==> config.mk <==
export PLATFORM = sky130hd
export DESIGN_NAME = fleo_host
export DESIGN_NICKNAME = d
export VERILOG_FILES = /design/src/rtl/fleo_pkg.sv /design/src/rtl/fleo_host.sv
export SDC_FILE = /design/constraint.sdc
export NUM_CORES = 1
export LEC_CHECK = 0
export ABC_AREA = 1
export BUFFER_PORTS_ARGS = -buffer_cell sky130_fd_sc_hd__buf_2
export CORE_MARGIN = 3
export CORE_UTILIZATION = 55
export CTS_CLUSTER_DIAMETER = 80
export DETAILED_ROUTE_END_ITERATION = 16
export HOLD_SLACK_MARGIN = 0.02
export PLACE_DENSITY_LB_ADDON = 0.25
export SYNTH_ARGS = -nofsm -noshare
export SYNTH_HDL_FRONTEND = slang
export SYNTH_SLANG_ARGS = --single-unit
==> constraint.sdc <==
create_clock -name pclk -period 6.1 [get_ports pclk]
set_input_delay 0.305 -clock pclk [delete_from_list [all_inputs] [get_ports pclk]]
set_output_delay 0.305 -clock pclk [all_outputs]
set_load 0.03 [all_outputs]
==> src/rtl/fleo_pkg.sv <==
package fleo_pkg;
   // -------------------------------------------------------------
   // clock and timing
   // -------------------------------------------------------------
   localparam int unsigned CLK_MHZ = 50;
   localparam int unsigned T_RESET_LOW_NS = 500;
   localparam int unsigned T_RH_NS = 50;
   localparam int unsigned T_RPD_US = 20;
   localparam int unsigned T_READY_ALG_US = 20;
   localparam int unsigned T_BUSY_NS = 90;
   localparam int unsigned T_RSP_US = 4;
   localparam int unsigned T_RRB_US = 4;
   localparam int unsigned T_PROG_MAX_US = 100;
   localparam int unsigned T_ACC_PROG_MAX_US = 60;
   localparam int unsigned T_SECT_MAX_MS = 2000;
   localparam int unsigned T_CHIP_MAX_MS = 113600;
   // least times round up, longest round down
   localparam int unsigned RPD_CYC = T_RPD_US * CLK_MHZ;
   localparam int unsigned RH_CYC = (T_RH_NS * CLK_MHZ + 999) / 1000;
   localparam int unsigned READY_CYC = T_READY_ALG_US * CLK_MHZ;
   localparam int unsigned BUSY_CYC = (T_BUSY_NS * CLK_MHZ) / 1000;
   localparam int unsigned RSP_CYC = T_RSP_US * CLK_MHZ;
   localparam int unsigned RRB_CYC = T_RRB_US * CLK_MHZ;
   localparam int unsigned PROG_CYC = T_PROG_MAX_US * CLK_MHZ;
   localparam int unsigned ACC_CYC = T_ACC_PROG_MAX_US * CLK_MHZ;
   localparam longint unsigned SECT_CYC =
      longint'(T_SECT_MAX_MS) * 1000 * CLK_MHZ;
   localparam longint unsigned CHIP_CYC =
      longint'(T_CHIP_MAX_MS) * 1000 * CLK_MHZ;
   localparam int CNT_W = 40;
   // -------------------------------------------------------------
   // register map
   // -------------------------------------------------------------
   localparam logic [11:0] REG_CTRL = 12'h000;
   localparam logic [11:0] REG_ADDR = 12'h004;
   localparam logic [11:0] REG_DATA = 12'h008;
   localparam logic [11:0] REG_STAT = 12'h00c;
   localparam logic [11:0] REG_RDAT = 12'h010;
   localparam int ADDR_W = 22;
   localparam int DATA_W = 16;
   // ctrl command codes, bits 2:0
   localparam logic [2:0] CMD_NONE = 3'h0;
   localparam logic [2:0] CMD_READ = 3'h1;
   localparam logic [2:0] CMD_WRITE = 3'h2;
   localparam logic [2:0] CMD_RESET = 3'h3;
   localparam logic [2:0] CMD_WAIT = 3'h4;
   localparam logic [2:0] CMD_PROT = 3'h5;
   localparam logic [2:0] CMD_UNPROT = 3'h6;
   // ctrl bits
   localparam int CTRL_OP_LSB = 4;
   localparam int CTRL_ACC_BIT = 6;
   localparam int CTRL_HV_BIT = 7;
   localparam int CTRL_OE_TOG_BIT = 8;
   // op kinds for completion limits
   localparam logic [1:0] OP_PROG = 2'h0;
   localparam logic [1:0] OP_SECT = 2'h1;
   localparam logic [1:0] OP_CHIP = 2'h2;
   // status bits
   localparam int ST_BUSY = 0;
   localparam int ST_DONE = 1;
   localparam int ST_FAIL = 2;
   localparam int ST_TMO = 3;
   localparam int ST_RDY = 4;
   // address bits for protect selection, bus strobe cycles, status data bits
   localparam int A_SIX = 6;
   localparam int A_ONE = 1;
   localparam int A_ZERO = 0;
   localparam int BUS_PULSE = 4;
   localparam int POLL_BIT = 7;
   localparam int TOG_BIT = 6;
   localparam int TMO_BIT = 5;
endpackage : fleo_pkg

==> src/rtl/fleo_host.sv <==
// Contract
// - wait 50ns after reset release before read
// - protect: addr six low, one high, zero low
// - unprotect: addr six high, one high, zero low
// - status reads cycle output or chip enable
// - elevated reset 4us before first write
// - elevated reset held 4us after ready
// - status reads target the busy bank; the host polls at whatever address REG_ADDR holds
`timescale 1ns/1ns
module fleo_host
   import fleo_pkg::*;
(
   // apb slave
   input wire logic pclk,
   input wire logic presetn,
   input wire logic psel,
   input wire logic penable,
   input wire logic pwrite,
   input wire logic [11:0] paddr,
   input wire logic [31:0] pwdata,
   output logic [31:0] prdata,
   output logic pready,
   output logic pslverr,
   // flash pins
   output logic [ADDR_W-1:0] flash_addr,
   input wire logic [DATA_W-1:0] flash_dq_in,
   output logic [DATA_W-1:0] flash_dq_out,
   output logic flash_dq_oe,
   output logic flash_ce_n,
   output logic flash_oe_n,
   output logic flash_we_n,
   output logic flash_reset_n,
   output logic flash_reset_hv,
   output logic protect_accel_input,
   input wire logic ready_busy_out_n
);
   typedef enum {
      S_IDLE, S_RD, S_WR, S_RST, S_RH, S_WAIT, S_HV_SET, S_HV_HOLD
   } fleo_state_e;
   typedef struct packed {
      fleo_state_e st;
      logic [CNT_W-1:0] cnt;
      logic [CNT_W-1:0] lim;
      logic [ADDR_W-1:0] addr;
      logic [DATA_W-1:0] wdat;
      logic [DATA_W-1:0] rdat;
      logic [DATA_W-1:0] prev;
      logic [DATA_W-1:0] dq1;
      logic [DATA_W-1:0] dq2;
      logic first;
      logic use_oe;
      logic acc;
      logic done;
      logic fail;
      logic tmo;
      logic ce_n;
      logic oe_n;
      logic we_n;
      logic dq_oe;
      logic rst_n;
      logic hv;
      logic rby1;
      logic rby2;
   } fleo_s;
   fleo_s s_reg, s_next;

   // -------------------------------------------------------------
   // helpers
   // -------------------------------------------------------------
   function automatic logic [CNT_W-1:0] op_limit(input logic [1:0] k,
                                                  input logic a);
      case (k)
         OP_PROG: op_limit = CNT_W'(a ? ACC_CYC : PROG_CYC);
         OP_SECT: op_limit = CNT_W'(SECT_CYC);
         default: op_limit = CNT_W'(CHIP_CYC);
      endcase
   endfunction : op_limit
   function automatic logic [ADDR_W-1:0] prot_addr(
      input logic [ADDR_W-1:0] a, input logic un);
      prot_addr = a;
      prot_addr[A_SIX] = un;
      prot_addr[A_ONE] = 1'b1;
      prot_addr[A_ZERO] = 1'b0;
   endfunction : prot_addr
   wire logic wr_ctrl = psel && penable && pwrite && paddr == REG_CTRL;
   wire logic [2:0] cmd = pwdata[2:0];
   // -------------------------------------------------------------
   // next state
   // -------------------------------------------------------------
   always_comb
   begin
      s_next = s_reg;
      s_next.rby1 = ready_busy_out_n;
      s_next.rby2 = s_reg.rby1;
      s_next.dq1 = flash_dq_in;
      s_next.dq2 = s_reg.dq1;
      s_next.cnt = s_reg.cnt + CNT_W'(1);
      if (psel && penable && pwrite && paddr == REG_ADDR)
         s_next.addr = pwdata[ADDR_W-1:0];
      if (psel && penable && pwrite && paddr == REG_DATA)
         s_next.wdat = pwdata[DATA_W-1:0];
      case (s_reg.st)
         S_IDLE:
         begin
            s_next.cnt = '0;
            if (wr_ctrl)
            begin
               s_next.acc = pwdata[CTRL_ACC_BIT];
               s_next.use_oe = pwdata[CTRL_OE_TOG_BIT];
               s_next.done = 1'b0;
               case (cmd)
                  CMD_READ:
                  begin
                     s_next.st = S_RD;
                     s_next.ce_n = 1'b0;
                     s_next.oe_n = 1'b0;
                  end
                  CMD_WRITE, CMD_PROT, CMD_UNPROT:
                  begin
                     s_next.st = S_WR;
                     if (cmd != CMD_WRITE)
                        s_next.addr = prot_addr(s_reg.addr,
                                                cmd == CMD_UNPROT);
                     s_next.ce_n = 1'b0;
                     s_next.we_n = 1'b0;
                     s_next.dq_oe = 1'b1;
                  end
                  CMD_RESET:
                  begin
                     s_next.st = S_RST;
                     s_next.rst_n = 1'b0;
                     s_next.lim = pwdata[CTRL_HV_BIT] ? CNT_W'(RPD_CYC)
                                : CNT_W'(READY_CYC);
                  end
                  CMD_WAIT:
                  begin
                     s_next.st = S_WAIT;
                     s_next.lim = op_limit(pwdata[CTRL_OP_LSB+:2],
                                           pwdata[CTRL_ACC_BIT]);
                     s_next.fail = 1'b0;
                     s_next.tmo = 1'b0;
                     s_next.first = 1'b1;
                  end
                  default:
                     if (pwdata[CTRL_HV_BIT] != s_reg.hv)
                     begin
                        s_next.st = pwdata[CTRL_HV_BIT] ? S_HV_SET
                                                        : S_HV_HOLD;
                        s_next.hv = 1'b1;
                     end
               endcase
            end
         end
         S_RD, S_WR:
            if (s_reg.cnt == CNT_W'(BUS_PULSE - 1))
            begin
               if (s_reg.st == S_RD)
                  s_next.rdat = s_reg.dq2;
               s_next.ce_n = 1'b1;
               s_next.oe_n = 1'b1;
               s_next.we_n = 1'b1;
               s_next.dq_oe = 1'b0;
               s_next.st = S_IDLE;
            end
         S_RST:
            if (s_reg.cnt >= s_reg.lim - CNT_W'(1))
            begin
               s_next.rst_n = 1'b1;
               s_next.cnt = '0;
               s_next.st = S_RH;
            end
         S_RH:
            if (s_reg.cnt >= CNT_W'(RH_CYC))
               s_next.st = S_IDLE;
         S_WAIT:
         begin
            // poll by toggling a strobe, compare successive reads
            s_next.ce_n = s_reg.use_oe ? 1'b0 : s_reg.cnt[2];
            s_next.oe_n = s_reg.cnt[2];
            if (s_reg.cnt[2:0] == 3'h3)
            begin
               s_next.prev = s_reg.dq2;
               s_next.first = 1'b0;
               if (s_reg.dq2[TMO_BIT])
                  s_next.tmo = 1'b1;
               if (!s_reg.first && s_reg.cnt > CNT_W'(BUSY_CYC) &&
                   s_reg.dq2[TOG_BIT] == s_reg.prev[TOG_BIT] &&
                   s_reg.rby2)
               begin
                  s_next.done = 1'b1;
                  s_next.ce_n = 1'b1;
                  s_next.oe_n = 1'b1;
                  s_next.st = S_IDLE;
               end
            end
            if (s_reg.cnt >= s_reg.lim)
            begin
               s_next.fail = 1'b1;
               s_next.ce_n = 1'b1;
               s_next.oe_n = 1'b1;
               s_next.rst_n = 1'b0;
               s_next.cnt = '0;
               s_next.lim = CNT_W'(READY_CYC);
               s_next.st = S_RST;
            end
         end
         S_HV_SET:
            if (s_reg.cnt >= CNT_W'(RSP_CYC))
               s_next.st = S_IDLE;
         S_HV_HOLD:
            if (!s_reg.rby2)
               s_next.cnt = '0;
            else if (s_reg.cnt >= CNT_W'(RRB_CYC))
            begin
               s_next.hv = 1'b0;
               s_next.st = S_IDLE;
            end
         default: s_next.st = S_IDLE;
      endcase
   end
   always_ff @(posedge pclk or negedge presetn)
   begin
      if (!presetn)
      begin
         s_reg <= '0;
         s_reg.ce_n <= 1'b1;
         s_reg.oe_n <= 1'b1;
         s_reg.we_n <= 1'b1;
         s_reg.rst_n <= 1'b1;
         s_reg.rby1 <= 1'b1;
         s_reg.rby2 <= 1'b1;
      end
      else
         s_reg <= s_next;
   end
   // -------------------------------------------------------------
   // outputs
   // -------------------------------------------------------------
   assign pready = 1'b1;
   assign pslverr = 1'b0;
   always_comb
   begin
      case (paddr)
         REG_ADDR: prdata = 32'(s_reg.addr);
         REG_DATA: prdata = 32'(s_reg.wdat);
         REG_RDAT: prdata = 32'(s_reg.rdat);
         REG_STAT: prdata = 32'({s_reg.rby2, s_reg.tmo, s_reg.fail,
                                 s_reg.done, s_reg.st != S_IDLE});
         default: prdata = 32'h0000_0000;
      endcase
   end
   assign flash_addr = s_reg.addr;
   assign flash_dq_out = s_reg.wdat;
   assign flash_dq_oe = s_reg.dq_oe;
   assign flash_ce_n = s_reg.ce_n;
   assign flash_oe_n = s_reg.oe_n;
   assign flash_we_n = s_reg.we_n;
   assign flash_reset_n = s_reg.rst_n;
   assign flash_reset_hv = s_reg.hv;
   assign protect_accel_input = s_reg.acc;
endmodule : fleo_host

==> results of run 1 <==
## cell families (layout without fill, tap and decap cells)
kind of cell,Yosys count,count (layout),synth area share [%]
AO/OA/AOI/OAI,125,125,7.22
XOR/XNOR,37,37,3.29
adder cells (fa/ha/maj),69,69,8.77
buffers and inverters,232,332,11.2
flip-flops,154,154,39.2
multiplexers,12,12,1.37
other,2,12,0.0763
AND/OR/NAND/NOR,620,620,28.8
## cell usage in the layout (no fill, tap or decap), types with 12 or more instances in the layout
cell / n
nand2_1: 264
nor2_1: 165
dfrtp_1: 148
inv_1: 144
buf_2: 121
nand3_1: 74
ha_1: 69
o21ai_0: 51
a21oi_1: 45
nand4_1: 33
xor2_1: 32
nor3_1: 29
dlygate4sd3_1: 18
clkbuf_16: 17
nor2_4: 12
conb_1: 12
## Yosys cell counts, types with 4 or more instances
master / count / area, sq um
a21oi_1: 45 / 225
ha_1: 69 / 863
clkbuf_1: 13 / 48.8
and2_1: 4 / 25.0
o21ai_0: 51 / 255
a21o_1: 4 / 30.0
nor2_1: 165 / 619
xnor2_1: 5 / 43.8
nand2_1: 264 / 991
o2111ai_1: 4 / 35.0
dfrtp_1: 148 / 3700
nor2_2: 8 / 50.1
buf_4: 53 / 398
buf_2: 7 / 35.0
mux2_2: 10 / 113
nor4_1: 5 / 31.3
nand4_1: 33 / 206
nor2_4: 12 / 135
nand3_1: 74 / 370
nand3_2: 5 / 50.1
o21ai_2: 6 / 52.6
inv_2: 10 / 37.5
xor2_1: 32 / 280
inv_1: 144 / 541
dfstp_2: 6 / 158
nor3_1: 29 / 145
## power by group
group          leakage, nW  internal [mW]  switching [mW]
Combinational         3.43          0.350           0.710
Sequential            1.99           1.14           0.107
Clock                0.289          0.590           0.479
Total                 5.71           2.08            1.30
## layer usage
metal	share of wire, %	GRT usage [%]
met5	0	0
met4	1.8	7.34
met1	44	35.0
met3	6.7	4.57
met2	47	41.3
## through the flow
stage / setup slack (ns) / area [sq um] / std cells / total power [mW] / utilization [%]
6_report: 1.48 / 11100 / 1586 / 3.37 / 63.6
5_1_grt: 1.00 / 11100 / 1586 / 3.60 / 63.6
4_1_cts: 1.49 / 11100 / 1586 / 3.39 / 63.6
3_5_place_dp: 1.51 / 10300 / 1536 / 2.31 / 59.1
3_3_place_gp: 1.57 / 10300 / 1536 / 2.28 / 59.1
2_1_floorplan: 2.85 / 9880 / 1261 / 2.07 / -
## final timing paths
check | startpoint | cells after the start | endpoint
setup reg to reg | s_reg[125] | 21 | s_reg[172]
max in group asynchronous | presetn | 3 | s_next[20]
hold reg to reg | s_next[14] | 0 | s_reg[14]
min in group asynchronous | presetn | 2 | flash_addr[20]
hold / removal | pwdata[8] | 3 | s_reg[12]
setup / recovery | s_reg[125] | 21 | s_reg[172]
## worst min-delay path, stage by stage
cell,delay (ns)
buf_2,0.09
nand2_1,0.05
o21ai_0,0.07
## final cells by class
class,instances,area (sq um),share of cell area [%]
Clock buffer,18,439,3.97
Tap cell,225,282,2.54
Inverter,156,586,5.29
Sequential cell,154,3860,34.9
Multi-Input combinational cell,875,4920,44.5
Timing Repair Buffer,144,827,7.47
Clock inverter,14,151,1.37
## repair_timing
action / CTS / global route
setup buffers: 0 / 0
hold endpoints to repair: 88 / 0
hold buffers: 18 / 0
endpoints found under the setup margin: 0 / 0
==> flow_summary.yaml, run 1 <==
run_status:
  status: "finished clean"
timing:
  finalHoldViolCount: 0
  max_slew_margin_pct: 27.0
  setup_viol: 0
  fin_crit_sh_pct: 75.8
  drv_slew: 0
  clock.fmax_mhz: 216
  tns_ns: 0
  fin_worst_skew_ns: 0.0119
  hold_slack_ns: 0.110
  rsz0062_at_grt: "no"
  worstMarginPinSlew_ns: 1.09
  min_period_ns: 4.62
power:
  vdd_drop_max_uv: 223
  power_leakage_nw: 5.71
  powerDensity_nw_per_um2: 305
worst_setup_path:
  critPathRequiredTime_ns: 6.38
  r2r_slack_ns: 1.48
  cp_top_family: "simple AND/OR/NAND/NOR gates"
  cp-start-kind: "register"
  end_kind: "register"
  path_max_fanout: 40
  cp.arrival_ns: 4.90
  critPathMaxStageDelay_ns: 0.73
  path_cells: "inv_1 > ha_1 > nand3_1 > nor3_1 > inv_1 > nor2_2 > nand3_1 > inv_1 > nor2_1 > ha_1 > nand2_1 > nor2_1 > nand4_1 > inv_1 > nand2_1 > nand2_1 > a21oi_1 > nand3_1 > nor2_1 > nor2_4 > nor2_1"
  crit_type: "register to register"
  path_buf_inv: 4
  cp_slowest_cell: "nor2_4"
clocking:
  clock-sinks: 154
  cts_buffers: 17
  cts_tree: "yes"
  cts_resized: 0
  cts_root_buffer: "clkbuf_16"
  clk_pin_slew_ns: 0.07
  clockBufferDepth: 2
  clock_latency_ns: 0.44
  cts_max_level: 4
placement:
  dpl.hpwl_microns: 18100
  io_buffers: 122
  gp_congestion: 0.899
yosys:
  yosys_warnings: 0
  syn-cell-area_sq_um: 9840
  avgSynthCellArea_sq_um: 7.87
  yosys_most_used_dff: "dfrtp_1"
  yosysUniqueCellTypes: 55
  synth_edf_count: 0
  async_reset_ff_share_pct: 100
  ys_ff_latch: 154
  syn_inst: 1251
  ys_seq_area_share_pct: 39.2
cells_and_area:
  diodes: 0
  num-fill-cells: 1546
  area_delta_synth_final_pct: 12.5
  largest_register_ff_count: 92
  finalNetCount: 1483
  drive_gt1_share_pct: 17.1
floorplan:
  fp.dieW_microns: 140
  pin_count: 145
  rows: 48
  die_area_sq_um: 19500
  die_h_microns: 140
  core-area_sq_um: 17400
  initial_core_util_pct: 56.5
flow_run:
  max-cap-violations: 0
drt:
  post_drt_wl_per_cell_microns: 15.3
  drt_iter0_markers: 553
  viasPerCell: 5.35
  ant_nets: 0
  wl_microns: 24300
  drc: 0
  first_pass_iters: 7
  num_vias: 8483
global_route:
  grtUsageTotal_pct: 25.4
  grt_pass1_wl_microns: 40500
  grt_pass1_vias: 8126
  antenna_found_initial: 0
  overflow: 0
  grt_start_max_net_pins: 80
min_path:
  hp-class: "primary input to register"
No activity file was read; power rests on OpenSTA's default activity.
==> run 2: changes to the inputs <==
ABC_AREA = 0   (was 1)
CORE_UTILIZATION = 52   (was 55)
clock period = 4 ns   (was 6.1 ns; I/O delays follow)
==> run 2 against run 1 <==
Net effect: non-clock buffer count up 32; flip-flop and latch count did not move; hold slack worse by 0.079 ns; utilization is 0.67 points lower; critical endpoint is now s_reg[162].
==> flow_summary.yaml, run 2 <==
clocking:
  cts_root_buffer: "clkbuf_16"
  clock_latency_ns: 0.43
  cts_setup_buffers: 0
  cts_buffers: 17
  clock-sinks: 154
  cts_hold_buf: 31
  cts_max_level: 4
  cts_tree: "yes"
  clockBufferDepth: 2
  cts_resized: 0
  clk_pin_slew_ns: 0.07
timing:
  setup_ws_ns: 0.424
  max_slew_margin_pct: 37.9
  tns_ns: 0
  drv_slew: 0
  rsz0062_at_grt: "no"
  fin_crit_sh_pct: 89.4
  clock.fmax_mhz: 280
  min_period_ns: 3.58
  setup_viol: 0
  hold_slack_ns: 0.0301
  worstMarginPinSlew_ns: 0.932
  finalHoldViolCount: 0
  fin_worst_skew_ns: 0.0163
power:
  p_sw_mw: 1.47
  power.internal_mw: 2.96
  swShare_pct: 33.1
  powerDensity_nw_per_um2: 423
  power_leakage_nw: 5.12
  seq_power_share_pct: 41.8
  clkPwrFrac_pct: 36.6
  vdd_drop_max_uv: 348
  comb_power_share_pct: 21.6
global_route:
  grt_pass1_vias: 6616
  grt_pass1_wl_microns: 33500
  grtUsageTotal_pct: 22.7
  grt_start_max_net_pins: 105
  overflow: 0
  antenna_found_initial: 0
worst_setup_path:
  crit_top_cell: "nor2_1"
  path_cells: "inv_1 > ha_1 > nand2_1 > nor2_1 > nand2_1 > nor4_4 > nor2_1 > ha_1 > nand4_1 > nor4_1 > a22o_1 > nor4_1 > o41a_1 > o21ai_1 > and2_1 > buf_12 > nor2_1"
  rr_startpoint: "s_reg[120]"
  path_max_fanout: 19
  r2r_end: "s_reg[162]"
  path_buf_inv: 2
  end_kind: "register"
  critPathMaxStageDelay_ns: 0.40
  critPathRequiredTime_ns: 4.31
  cp_slowest_cell: "dfrtp_1"
  worst_r2r_path_depth: 17
  cp.arrival_ns: 3.89
  cp_top_family: "simple AND/OR/NAND/NOR gates"
  cp-start-kind: "register"
  crit_type: "register to register"
  r2r_slack_ns: 0.42
placement:
  placed_cells: 1193
  io_buffers: 122
  gp_congestion: 0.895
  dpl.hpwl_microns: 14700
  dp_slack_ns: 0.483
floorplan:
  die_h_microns: 137
  rows: 47
  fp.dieW_microns: 137
  initial_core_util_pct: 53.3
  die_area_sq_um: 18600
  core-area_sq_um: 16600
  pin_count: 145
yosys:
  synth.most_common_cell: "dfrtp_1"
  synth_top_cell_by_area: "dfrtp_1"
  yosysTopAreaCellShare_pct: 41.8
  yosys_warnings: 0
  ys_top_cells_by_area: "dfrtp_1, ha_1, mux2_2, nor2_1, buf_4"
  yosysUniqueCellTypes: 69
  yosys-top-cells-count: "dfrtp_1, nor2_1, ha_1"
  syn_inst: 898
  ys_ff_latch: 154
  async_reset_ff_share_pct: 100
  ys_seq_area_share_pct: 43.6
  avgSynthCellArea_sq_um: 9.87
  syn-cell-area_sq_um: 8860
  synth_edf_count: 0
  yosys_most_used_dff: "dfrtp_1"
min_path:
  min_to: "flash_dq_out[12]"
  hp-class: "primary input to register"
  hold_depth: 2
  worstHoldStart: "pwdata[12]"
cells_and_area:
  utilization_pct: 62.9
  layout_common_cells: "dfrtp_1, buf_2, nor2_1, ha_1, nand2_1"
  final_cells: 1256
  area_delta_synth_final_pct: 18.1
  layout_commonest_cell: "dfrtp_1"
  finalNetCount: 1158
  diodes: 0
  largest_register_ff_count: 92
  drive_gt1_share_pct: 24.9
drt:
  viasPerCell: 5.63
  ant_nets: 0
  first_pass_iters: 6
  drt_iter0_markers: 428
  post_drt_wl_per_cell_microns: 16.6
  drc: 0
  wl_microns: 20900
  num_vias: 7074
flow_run:
  max-cap-violations: 0
run_status:
  status: "finished clean"
[run 2: how the worst max path moves through the flow]
| stage | from | endpoint | slack (ns) | cells after the start |
|---|---|---|---|---|
| global route | s_reg[120] | s_reg[159] | 0.05 | 17 |
| global placement | s_reg[120] | s_reg[171] | 0.54 | 17 |
| detailed placement | s_reg[120] | s_reg[184] | 0.48 | 17 |
| finish | s_reg[120] | s_reg[162] | 0.42 | 17 |
| floorplan | s_reg[125] | s_reg[162] | 0.08 | 18 |
| CTS | s_reg[120] | s_reg[162] | 0.44 | 17 |
[run 2: worst register-to-register path, stage by stage (launching register included)]
cell and delay, ns:
dfrtp_1 0.40, inv_1 0.15, ha_1 0.25, nand2_1 0.09
nor2_1 0.13, nand2_1 0.14, nor4_4 0.18, nor2_1 0.07
ha_1 0.30, nand4_1 0.11, nor4_1 0.37, a22o_1 0.22
nor4_1 0.05, o41a_1 0.37, o21ai_1 0.11, and2_1 0.27
buf_12 0.19, nor2_1 0.07
[run 2: routing by layer]
| metal | vias to the layer above | wire length (microns) | global-route usage [%] |
|---|---|---|---|
| met5 | - | 0 | 0 |
| met4 | 0 | 359 | 6.55 |
| met3 | 26 | 981 | 4.49 |
| met2 | 204 | 10000 | 36.4 |
| met1 | 3464 | 9540 | 31.4 |
| li1 | 3380 | - | - |
[run 2: kinds of logic (layout without fill, tap and decap cells)]
| logic type | Yosys count | in the layout | synth area share, % |
|---|---|---|---|
| buf+inv | 135 | 263 | 8.06 |
| other cells | 2 | 12 | 0.0847 |
| simple gates | 297 | 297 | 16.4 |
| flops | 154 | 154 | 43.6 |
| xor+xnor | 46 | 46 | 4.55 |
| compound gates | 140 | 140 | 10.6 |
| fa+ha+maj | 69 | 69 | 9.74 |
| mux | 55 | 55 | 6.97 |
[run 2: power by group through the flow]
stage               registers (mW)  logic (mW)  clock network (mW)
floorplan                     1.83       0.646                   0
global placement              1.87       0.918                   0
detailed placement            1.88       0.928                   0
CTS                           1.85       0.958                1.65
global route                  1.87        1.06                1.72
finish                        1.85       0.958                1.62
[run 2: metrics by stage]
stage          total power, mW  area (sq um)
6_report                  4.43         10500
5_1_grt                   4.65         10500
4_1_cts                   4.46         10500
3_5_place_dp              2.81          9530
3_3_place_gp              2.79          9530
2_1_floorplan             2.48          8930
[run 2: final cells by class]
type / count / area [sq um]
clock buffers: 17 / 425
flip-flops and latches: 154 / 3860
clock inverters: 15 / 199
repair buffers: 176 / 1120
multi-input cells: 619 / 4370
well taps: 220 / 275
fillers: 1335 / 6180
inverters: 55 / 206
